==> src/shared/osc_cfg_defines.svh <==
// Offsets, field positions, reset values and timing counts of the oscillator control block
`ifndef OSC_CFG_DEFINES_SVH
`define OSC_CFG_DEFINES_SVH
`define OFF_CTRL 12'h000
`define OFF_CMD 12'h004
`define OFF_STATUS 12'h008
`define CTRL_LFMODE_HI 12
`define CTRL_LFMODE_LO 11
`define CTRL_HFTO_HI 10
`define CTRL_HFTO_LO 9
`define CTRL_GLITCH_BIT 7
`define CTRL_BUFCUR_HI 6
`define CTRL_BUFCUR_LO 5
`define CTRL_BOOST_HI 3
`define CTRL_BOOST_LO 2
`define CTRL_HFMODE_HI 1
`define CTRL_HFMODE_LO 0
`define CMD_HF_EN_BIT 0
`define CMD_HF_DIS_BIT 1
`define CMD_LF_EN_BIT 6
`define CMD_LF_DIS_BIT 7
`define RST_LFMODE 2'h0
`define RST_HFTO 2'h3
`define RST_GLITCH 1'h0
`define RST_BUFCUR 2'h1
`define RST_BOOST 2'h3
`define RST_HFMODE 2'h0
`define TO_CYC0 15'h0008
`define TO_CYC1 15'h0100
`define TO_CYC2 15'h0400
`define TO_CYC3 15'h4000
`endif

==> src/shared/osc_cfg_pkg.sv <==
// Types shared by the oscillator control block
package osc_cfg_pkg;
  typedef enum logic [1:0] {
    crystal_source = 2'h0,
    buffered_sine_input = 2'h1,
    digital_bypass_input = 2'h2,
    mode_unused = 2'h3
  } src_mode_t;

  typedef struct packed {
    logic [1:0] lfMode;
    logic [1:0] hfTimeout;
    logic glitchEn;
    logic [1:0] bufCur;
    logic [1:0] boost;
    logic [1:0] hfMode;
  } ctrl_fields_t;

  typedef struct packed {
    logic hfRunning;
    logic hfReady;
    logic lfRunning;
  } osc_status_t;
endpackage : osc_cfg_pkg

==> src/rtl/pin_sync.sv <==
// Two flip-flop synchroniser for an oscillator-side level
`timescale 1ns/10ps
module pin_sync (
  input wire logic clk_sys,
  input wire logic sys_rst,
  input wire logic din,
  output logic dout
);
  logic meta;

  // First stage feeds only the second stage
  always_ff @(posedge clk_sys or posedge sys_rst) begin
    if (sys_rst) begin
      meta <= 1'b0;
      dout <= 1'b0;
    end else begin
      meta <= din;
      dout <= meta;
    end
  end
endmodule : pin_sync

==> src/rtl/startup_counter.sv <==
// Start-up counter with glitch restart for the high-frequency oscillator
`timescale 1ns/10ps
`include "osc_cfg_defines.svh"
module startup_counter (
  input wire logic clk_sys,
  input wire logic sys_rst,
  input wire logic start,
  input wire logic stop,
  input wire logic oscTick,
  input wire logic glitch,
  input wire logic glitchEn,
  input wire logic [1:0] timeoutSel,
  output logic ready
);
  logic [14:0] cnt_r;
  logic running_r;

  // Timeout in oscillator cycles per code
  // cycles per code
  function automatic logic [14:0] limitOf(input logic [1:0] sel);
    case (sel)
      2'h0: limitOf = `TO_CYC0;
      2'h1: limitOf = `TO_CYC1;
      2'h2: limitOf = `TO_CYC2;
      default: limitOf = `TO_CYC3;
    endcase
  endfunction : limitOf

  // Counter runs until the limit; glitches only matter while running
  always_ff @(posedge clk_sys or posedge sys_rst) begin
    if (sys_rst) begin
      cnt_r <= 15'h0000;
      running_r <= 1'b0;
      ready <= 1'b0;
    end else if (stop) begin
      cnt_r <= 15'h0000;
      running_r <= 1'b0;
      ready <= 1'b0;
    end else if (start) begin
      cnt_r <= 15'h0000;
      running_r <= 1'b1;
      ready <= 1'b0;
    end else if (running_r && glitchEn && glitch) begin
      cnt_r <= 15'h0000;
    end else if (running_r && oscTick) begin
      if (cnt_r == limitOf(timeoutSel) - 15'h0001) begin
        running_r <= 1'b0;
        ready <= 1'b1;
      end else begin
        cnt_r <= cnt_r + 15'h0001;
      end
    end
  end
endmodule : startup_counter

==> src/rtl/osc_config_ctrl.sv <==
// Crystal oscillator configuration block with APB register slave
`timescale 1ns/10ps
`include "osc_cfg_defines.svh"

module osc_config_ctrl (
  input wire logic clk_sys,
  input wire logic sys_rst,
  input wire logic psel,
  input wire logic penable,
  input wire logic pwrite,
  input wire logic [11:0] paddr,
  input wire logic [31:0] pwdata,
  output logic [31:0] prdata,
  output logic pready,
  output logic pslverr,
  input wire logic hfOscClkPin,
  input wire logic hfGlitchPin,
  output logic hfOscEnable,
  output logic [1:0] hfActiveMode,
  output logic hfCrystalOn,
  output logic hfSineBufOn,
  output logic hfBypassOn,
  output logic [1:0] hfBoostCurrent,
  output logic [1:0] hfBufferCurrent,
  output logic hfReady,
  output logic lfOscEnable,
  output logic [1:0] lfActiveMode,
  output logic lfCrystalOn,
  output logic lfSineBufOn,
  output logic lfBypassOn
);
  osc_cfg_pkg::ctrl_fields_t ctrl_r;
  osc_cfg_pkg::osc_status_t stat;
  logic wrEn;
  logic rdEn;
  logic addrOk;
  logic [31:0] cmdWord;
  logic hfEnCmd;
  logic hfDisCmd;
  logic lfEnCmd;
  logic lfDisCmd;
  logic oscClkSync;
  logic oscClkPrev_r;
  logic oscTick;
  logic glitchSync;
  logic glitchPrev_r;
  logic glitchPulse;

  // Source decode, shared by both oscillators
  function automatic logic [2:0] decodeMode(input logic [1:0] m);
    case (osc_cfg_pkg::src_mode_t'(m))
      osc_cfg_pkg::crystal_source: decodeMode = 3'h1;
      osc_cfg_pkg::buffered_sine_input: decodeMode = 3'h2;
      osc_cfg_pkg::digital_bypass_input: decodeMode = 3'h4;
      default: decodeMode = 3'h0;
    endcase
  endfunction : decodeMode

  // APB decode; zero wait states, unmapped addresses error
  assign addrOk = (paddr == `OFF_CTRL) || (paddr == `OFF_CMD) || (paddr == `OFF_STATUS);
  assign pready = 1'b1;
  assign pslverr = psel && penable && !addrOk;
  assign wrEn = psel && penable && pwrite && addrOk;
  assign rdEn = psel && !penable && !pwrite;
  assign cmdWord = (wrEn && paddr == `OFF_CMD) ? pwdata : 32'h0000_0000;
  assign hfEnCmd = cmdWord[`CMD_HF_EN_BIT];
  assign hfDisCmd = cmdWord[`CMD_HF_DIS_BIT];
  assign lfEnCmd = cmdWord[`CMD_LF_EN_BIT];
  assign lfDisCmd = cmdWord[`CMD_LF_DIS_BIT];

  // Control fields; buffer current is writable but calibrated, keep it
  always_ff @(posedge clk_sys or posedge sys_rst) begin
    if (sys_rst) begin
      ctrl_r.lfMode <= `RST_LFMODE;
      ctrl_r.hfTimeout <= `RST_HFTO;
      ctrl_r.glitchEn <= `RST_GLITCH;
      ctrl_r.bufCur <= `RST_BUFCUR;
      ctrl_r.boost <= `RST_BOOST;
      ctrl_r.hfMode <= `RST_HFMODE;
    end else begin
      if (wrEn && paddr == `OFF_CTRL) begin
        ctrl_r.lfMode <= pwdata[`CTRL_LFMODE_HI:`CTRL_LFMODE_LO];
        ctrl_r.hfTimeout <= pwdata[`CTRL_HFTO_HI:`CTRL_HFTO_LO];
        ctrl_r.glitchEn <= pwdata[`CTRL_GLITCH_BIT];
        ctrl_r.bufCur <= pwdata[`CTRL_BUFCUR_HI:`CTRL_BUFCUR_LO];
        ctrl_r.boost <= pwdata[`CTRL_BOOST_HI:`CTRL_BOOST_LO];
        ctrl_r.hfMode <= pwdata[`CTRL_HFMODE_HI:`CTRL_HFMODE_LO];
      end
      if (lfDisCmd) begin
        ctrl_r.lfMode <= `RST_LFMODE;
      end
      if (hfDisCmd) begin
        ctrl_r.hfMode <= `RST_HFMODE;
      end
    end
  end

  // Applied HF mode and enable; disable wins over enable in one write
  always_ff @(posedge clk_sys or posedge sys_rst) begin
    if (sys_rst) begin
      hfActiveMode <= `RST_HFMODE;
      hfOscEnable <= 1'b0;
    end else if (hfDisCmd) begin
      hfActiveMode <= `RST_HFMODE;
      hfOscEnable <= 1'b0;
    end else if (hfEnCmd) begin
      hfActiveMode <= ctrl_r.hfMode;
      hfOscEnable <= 1'b1;
    end
  end

  // Applied LF mode and enable
  always_ff @(posedge clk_sys or posedge sys_rst) begin
    if (sys_rst) begin
      lfActiveMode <= `RST_LFMODE;
      lfOscEnable <= 1'b0;
    end else if (lfDisCmd) begin
      lfActiveMode <= `RST_LFMODE;
      lfOscEnable <= 1'b0;
    end else if (lfEnCmd) begin
      lfActiveMode <= ctrl_r.lfMode;
      lfOscEnable <= 1'b1;
    end
  end

  // Source selects and analog settings, registered
  always_ff @(posedge clk_sys or posedge sys_rst) begin
    if (sys_rst) begin
      {hfBypassOn, hfSineBufOn, hfCrystalOn} <= 3'h0;
      {lfBypassOn, lfSineBufOn, lfCrystalOn} <= 3'h0;
      hfBoostCurrent <= `RST_BOOST;
      hfBufferCurrent <= `RST_BUFCUR;
    end else begin
      {hfBypassOn, hfSineBufOn, hfCrystalOn} <= hfOscEnable ? decodeMode(hfActiveMode) : 3'h0;
      {lfBypassOn, lfSineBufOn, lfCrystalOn} <= lfOscEnable ? decodeMode(lfActiveMode) : 3'h0;
      hfBoostCurrent <= ctrl_r.boost;
      hfBufferCurrent <= ctrl_r.bufCur;
    end
  end

  // Oscillator pins are asynchronous; slow clock only, edge taken after sync
  pin_sync uSyncClk (
    .clk_sys(clk_sys),
    .sys_rst(sys_rst),
    .din(hfOscClkPin),
    .dout(oscClkSync)
  );

  pin_sync uSyncGlitch (
    .clk_sys(clk_sys),
    .sys_rst(sys_rst),
    .din(hfGlitchPin),
    .dout(glitchSync)
  );

  // Edge detectors on synchronised levels
  always_ff @(posedge clk_sys or posedge sys_rst) begin
    if (sys_rst) begin
      oscClkPrev_r <= 1'b0;
      glitchPrev_r <= 1'b0;
    end else begin
      oscClkPrev_r <= oscClkSync;
      glitchPrev_r <= glitchSync;
    end
  end

  assign oscTick = oscClkSync && !oscClkPrev_r;
  assign glitchPulse = glitchSync && !glitchPrev_r;

  startup_counter uStartup (
    .clk_sys(clk_sys),
    .sys_rst(sys_rst),
    .start(hfEnCmd && !hfDisCmd),
    .stop(hfDisCmd),
    .oscTick(oscTick),
    .glitch(glitchPulse),
    .glitchEn(ctrl_r.glitchEn),
    .timeoutSel(ctrl_r.hfTimeout),
    .ready(hfReady)
  );

  assign stat.hfRunning = hfOscEnable;
  assign stat.hfReady = hfReady;
  assign stat.lfRunning = lfOscEnable;

  // Read data registered in setup phase; reserved bits read zero
  always_ff @(posedge clk_sys or posedge sys_rst) begin
    if (sys_rst) begin
      prdata <= 32'h0000_0000;
    end else if (rdEn) begin
      case (paddr)
        `OFF_CTRL: prdata <= {19'h0, ctrl_r.lfMode, ctrl_r.hfTimeout, 1'b0, ctrl_r.glitchEn,
                              ctrl_r.bufCur, 1'b0, ctrl_r.boost, ctrl_r.hfMode};
        `OFF_STATUS: prdata <= {29'h0, stat};
        default: prdata <= 32'h0000_0000;
      endcase
    end
  end
endmodule : osc_config_ctrl

==> config.mk <==
export PLATFORM = sky130hd
export DESIGN_NAME = osc_config_ctrl
export DESIGN_NICKNAME = d
export VERILOG_FILES = /design/src/shared/osc_cfg_pkg.sv /design/src/rtl/pin_sync.sv /design/src/rtl/startup_counter.sv /design/src/rtl/osc_config_ctrl.sv
export VERILOG_INCLUDE_DIRS = /design/src /design/src/shared
export SDC_FILE = /design/constraint.sdc
export NUM_CORES = 1
export LEC_CHECK = 0
export BUFFER_PORTS_ARGS = -buffer_cell sky130_fd_sc_hd__buf_2
export CAP_MARGIN = 20
export CORE_MARGIN = 2
export CORE_UTILIZATION = 30
export CTS_BUF_LIST = sky130_fd_sc_hd__clkbuf_8
export DETAILED_ROUTE_END_ITERATION = 12
export SYNTH_ARGS = -nofsm -noshare
export SYNTH_HDL_FRONTEND = slang
export SYNTH_SLANG_ARGS = --single-unit
==> constraint.sdc <==
create_clock -name clk_sys -period 2.35 [get_ports clk_sys]
set_input_delay 0.47 -clock clk_sys [delete_from_list [all_inputs] [get_ports clk_sys]]
set_output_delay 0.47 -clock clk_sys [all_outputs]
set_load 0.01 [all_outputs]
==> impl_metrics.tcl <==
set metrics [dict create \
    wl_mm 6.432 \
    ir_drop_mv 0.2445 \
    dp_hpwl_mm 4.454 \
    synth_seq_cells 61 \
    synth_top_family_by_area "simple AND/OR/NAND/NOR gates" \
    synth_top_cell_by_area "dfrtp_1" \
    cpMostUsedCell "buf_6" \
    synth_cell_types 52 \
    drtPass1Iterations 4 \
    viasPerCell 4.783 \
    wl_met1_mm 3.022 \
    rows 35 \
    synth_area_sq_um 2898 \
    synth-xor-area-share_pct 0.6045 \
    final_nets 390 \
    path_class "flip-flop to flip-flop" \
    syn_area_per_cell_sq_um 11.10 \
    synth-warning-count 0 \
    diodes 0 \
    final_antenna_net_count 0 \
    gr-total-overflow 0 \
    dpl_worst_slack_ns 0.0006437 \
    reg2reg_slack_ns 0.05 \
    status "finished, final reports clean" \
    fin_cells 471 \
    drv_cap 0 \
    power_density_nw_per_um2 575.7 \
    drt_iter0_drc 98 \
    muxShareOfSynthArea_pct 4.102 \
    yosysMostFrequentCell "dfrtp_1" \
    synth_compound_area_share_pct 14.46 \
    critical_path.max_stage_delay_ns 0.62 \
    worstSkewPairLatency_ns 0.34 \
    portBuffers 58 \
    synthSimpleGateAreaFrac_pct 18.13 \
    cts_tree "yes" \
    syn-instance-count 261 \
    slowest_stage "or4b_2" \
    drive_above_1_share_pct 39.47 \
    synth_edf_count 0 \
    routed-wl-met3_um 448 \
    io_pins 102 \
    track_usage_pct 12.50 \
    route.vias.total 2253 \
    cts-root-to-sink-buffers 2 \
    hold_buffers 0 \
    worstSetupStartpointType "flip-flop" \
    wl_per_cell_um 13.66 \
    max_freq_ghz 0.4354 \
    setup_tns_ns 0 \
    grt_pass1_wl_mm 10.12 \
    numCtsBuffers 9 \
    synth_top_area_share_pct 45.77 \
    grt_pass1_vias 2074 \
    die_w_um 102.3 \
    antenna_found_initial 0 \
    finalHoldViolCount 0 \
    worstReg2RegEnd "uStartup.cnt_r[14]" \
    synth_common_cells "dfrtp_1 (53), buf_4 (24), nand2_1 (21), a21oi_1 (12), a22o_1 (12)" \
    finalCritPeriodShare_pct 97.73 \
    async_flop_share_pct 100.0 \
    synth-adder-area-share_pct 0.8636 \
    path_max_fanout 5 \
    design.die.area_sq_um 10460 \
    final_max_slew_viol_count 0 \
    fin_ws_ns 0.05333 \
    grt_max_degree 44 \
    cts_root_buf "clkbuf_8" \
    fin_crit_ns 2.297 \
    endpoint_kind "flip-flop" \
    cts.sinks 61 \
    drc 0 \
    routed-wl-met2_mm 2.830 \
    area_delta_synth_final_pct 25.26 \
    required_ns 2.61 \
    synth-main-ff-cell "dfrtp_1" \
    r2r_cells 9 \
    crit_arrival_ns 2.56 \
    path_cells "nand2b_4, ha_4, xnor2_1, or4_4, a221oi_4, buf_6, buf_6, or4b_2, a21oi_2" \
    gp_congestion 0.7757 \
    skew_ns 0.009410 \
    multi_input_area_sq_um 1246 \
    hold_class "input pin to async pin" \
    die_y_um 102.3 \
    core_area_sq_um 9328 \
    synth_top_cells_by_area "dfrtp_1 (46%), dfstp_2 (7.3%), buf_4 (6.2%)" \
    dpl.cell_count 448 \
    r2r_start "ctrl_r[8]" \
    fillCellCount 916 \
    start_util_pct 31.07 \
    cts.htree.levels 3 \
    final-seq-area_sq_um 1536 \
    power_uw 2090 \
    clkSlewWorstSetupHoldPaths_ns 0.07 \
    power.leakage_uw 0.001701 \
    ys_seq_area_share_pct 53.02 \
    top_layer_used "met4" \
    setup_viol 0 \
]
## layer usage
metal / vias to the layer above / global-route usage [%]
met4: 0 / 4.718
li1: 1070 / -
met3: 11 / 4.651
met1: 1093 / 15.97
met5: - / 0
met2: 79 / 19.38
## final cells by class
| type | instances | share of cell area, % |
|---|---|---|
| Clock buffer | 9 | 3.413 |
| Sequential cell | 61 | 42.33 |
| Timing Repair Buffer | 76 | 13.03 |
| Clock inverter | 7 | 2.034 |
| Multi-Input combinational cell | 185 | 34.33 |
| Inverter | 4 | 0.4137 |
| Tap cell | 129 | 4.447 |
## layout by cell type, fill, tap and decap left out, types with 6 or more instances in the layout
master	count
a21oi_1	8
a21oi_2	9
a22o_1	12
buf_2	60
buf_4	9
clkbuf_8	9
conb_1	22
dfrtp_1	53
dfstp_2	8
mux2_2	6
nand2_1	21
nand3_1	7
nor2_1	6
o21ai_0	8
o21ai_1	11
or4_1	6
## sequential cells by signal, summed over array words and instances, names as in the netlist, 2 cells and up
signal,count
hfBoostCurrent,2
hfActiveMode,2
ctrl_r,11
prdata,11
uStartup.cnt_r,15
lfActiveMode,2
hfBufferCurrent,2
## worst max-delay path by stage
stage               from                  to  depth (start not counted)
5_1_grt        ctrl_r[8]  uStartup.cnt_r[14]                          9
3_3_place_gp    paddr[1]           ctrl_r[6]                          6
4_1_cts        ctrl_r[7]   uStartup.cnt_r[9]                          8
2_1_floorplan   paddr[1]           ctrl_r[5]                          5
6_report       ctrl_r[8]  uStartup.cnt_r[14]                          9
3_5_place_dp    paddr[1]     lfActiveMode[0]                          7
## worst max-delay path: cells and delay by family (launching register included)
| kind | cells | cell delay [ns] |
|---|---|---|
| fa+ha+maj | 1 | 0.20 |
| simple gates | 3 | 0.90 |
| buf+inv | 2 | 0.26 |
| flops | 1 | 0.57 |
| xor+xnor | 1 | 0.12 |
| compound gates | 2 | 0.17 |
## per-stage QoR
step                      hold WS [ns]  utilization (%)  cell area (sq um)
final                           0.1289            38.91               3630
after global routing            0.1500            38.91               3630
after CTS                       0.1326            37.63               3510
after detailed placement        0.3458            35.51               3312
after global placement          0.3343            35.51               3312
after floorplan                 0.3312                -               2973
## cell families (layout without fill, tap and decap cells)
family          count (synthesis)  in the layout
mux                            11             11
compound gates                 62             62
fa+ha+maj                       2              2
flops                          61             61
xor+xnor                        2              2
simple gates                   86             86
buf+inv                        35             96
other cells                     2             22
## power breakdown
group / switching (uW) / total [uW] / internal (uW)
sequential: 3.77 / 1060 / 1060
combinational: 63.9 / 94.0 / 30.1
clock: 442 / 935 / 493
total: 510 / 2090 / 1580
## timing repair
action | 4_1_cts | 5_1_grt
buffers inserted | 0 | 4
pin swaps | 1 | 4
endpoints found under the hold margin | 0 | 0
setup endpoints to repair | 2 | 17
gates cloned | 0 | 3
gates resized for setup | 0 | 17
Note: power is estimated with default switching activity, not from simulation.
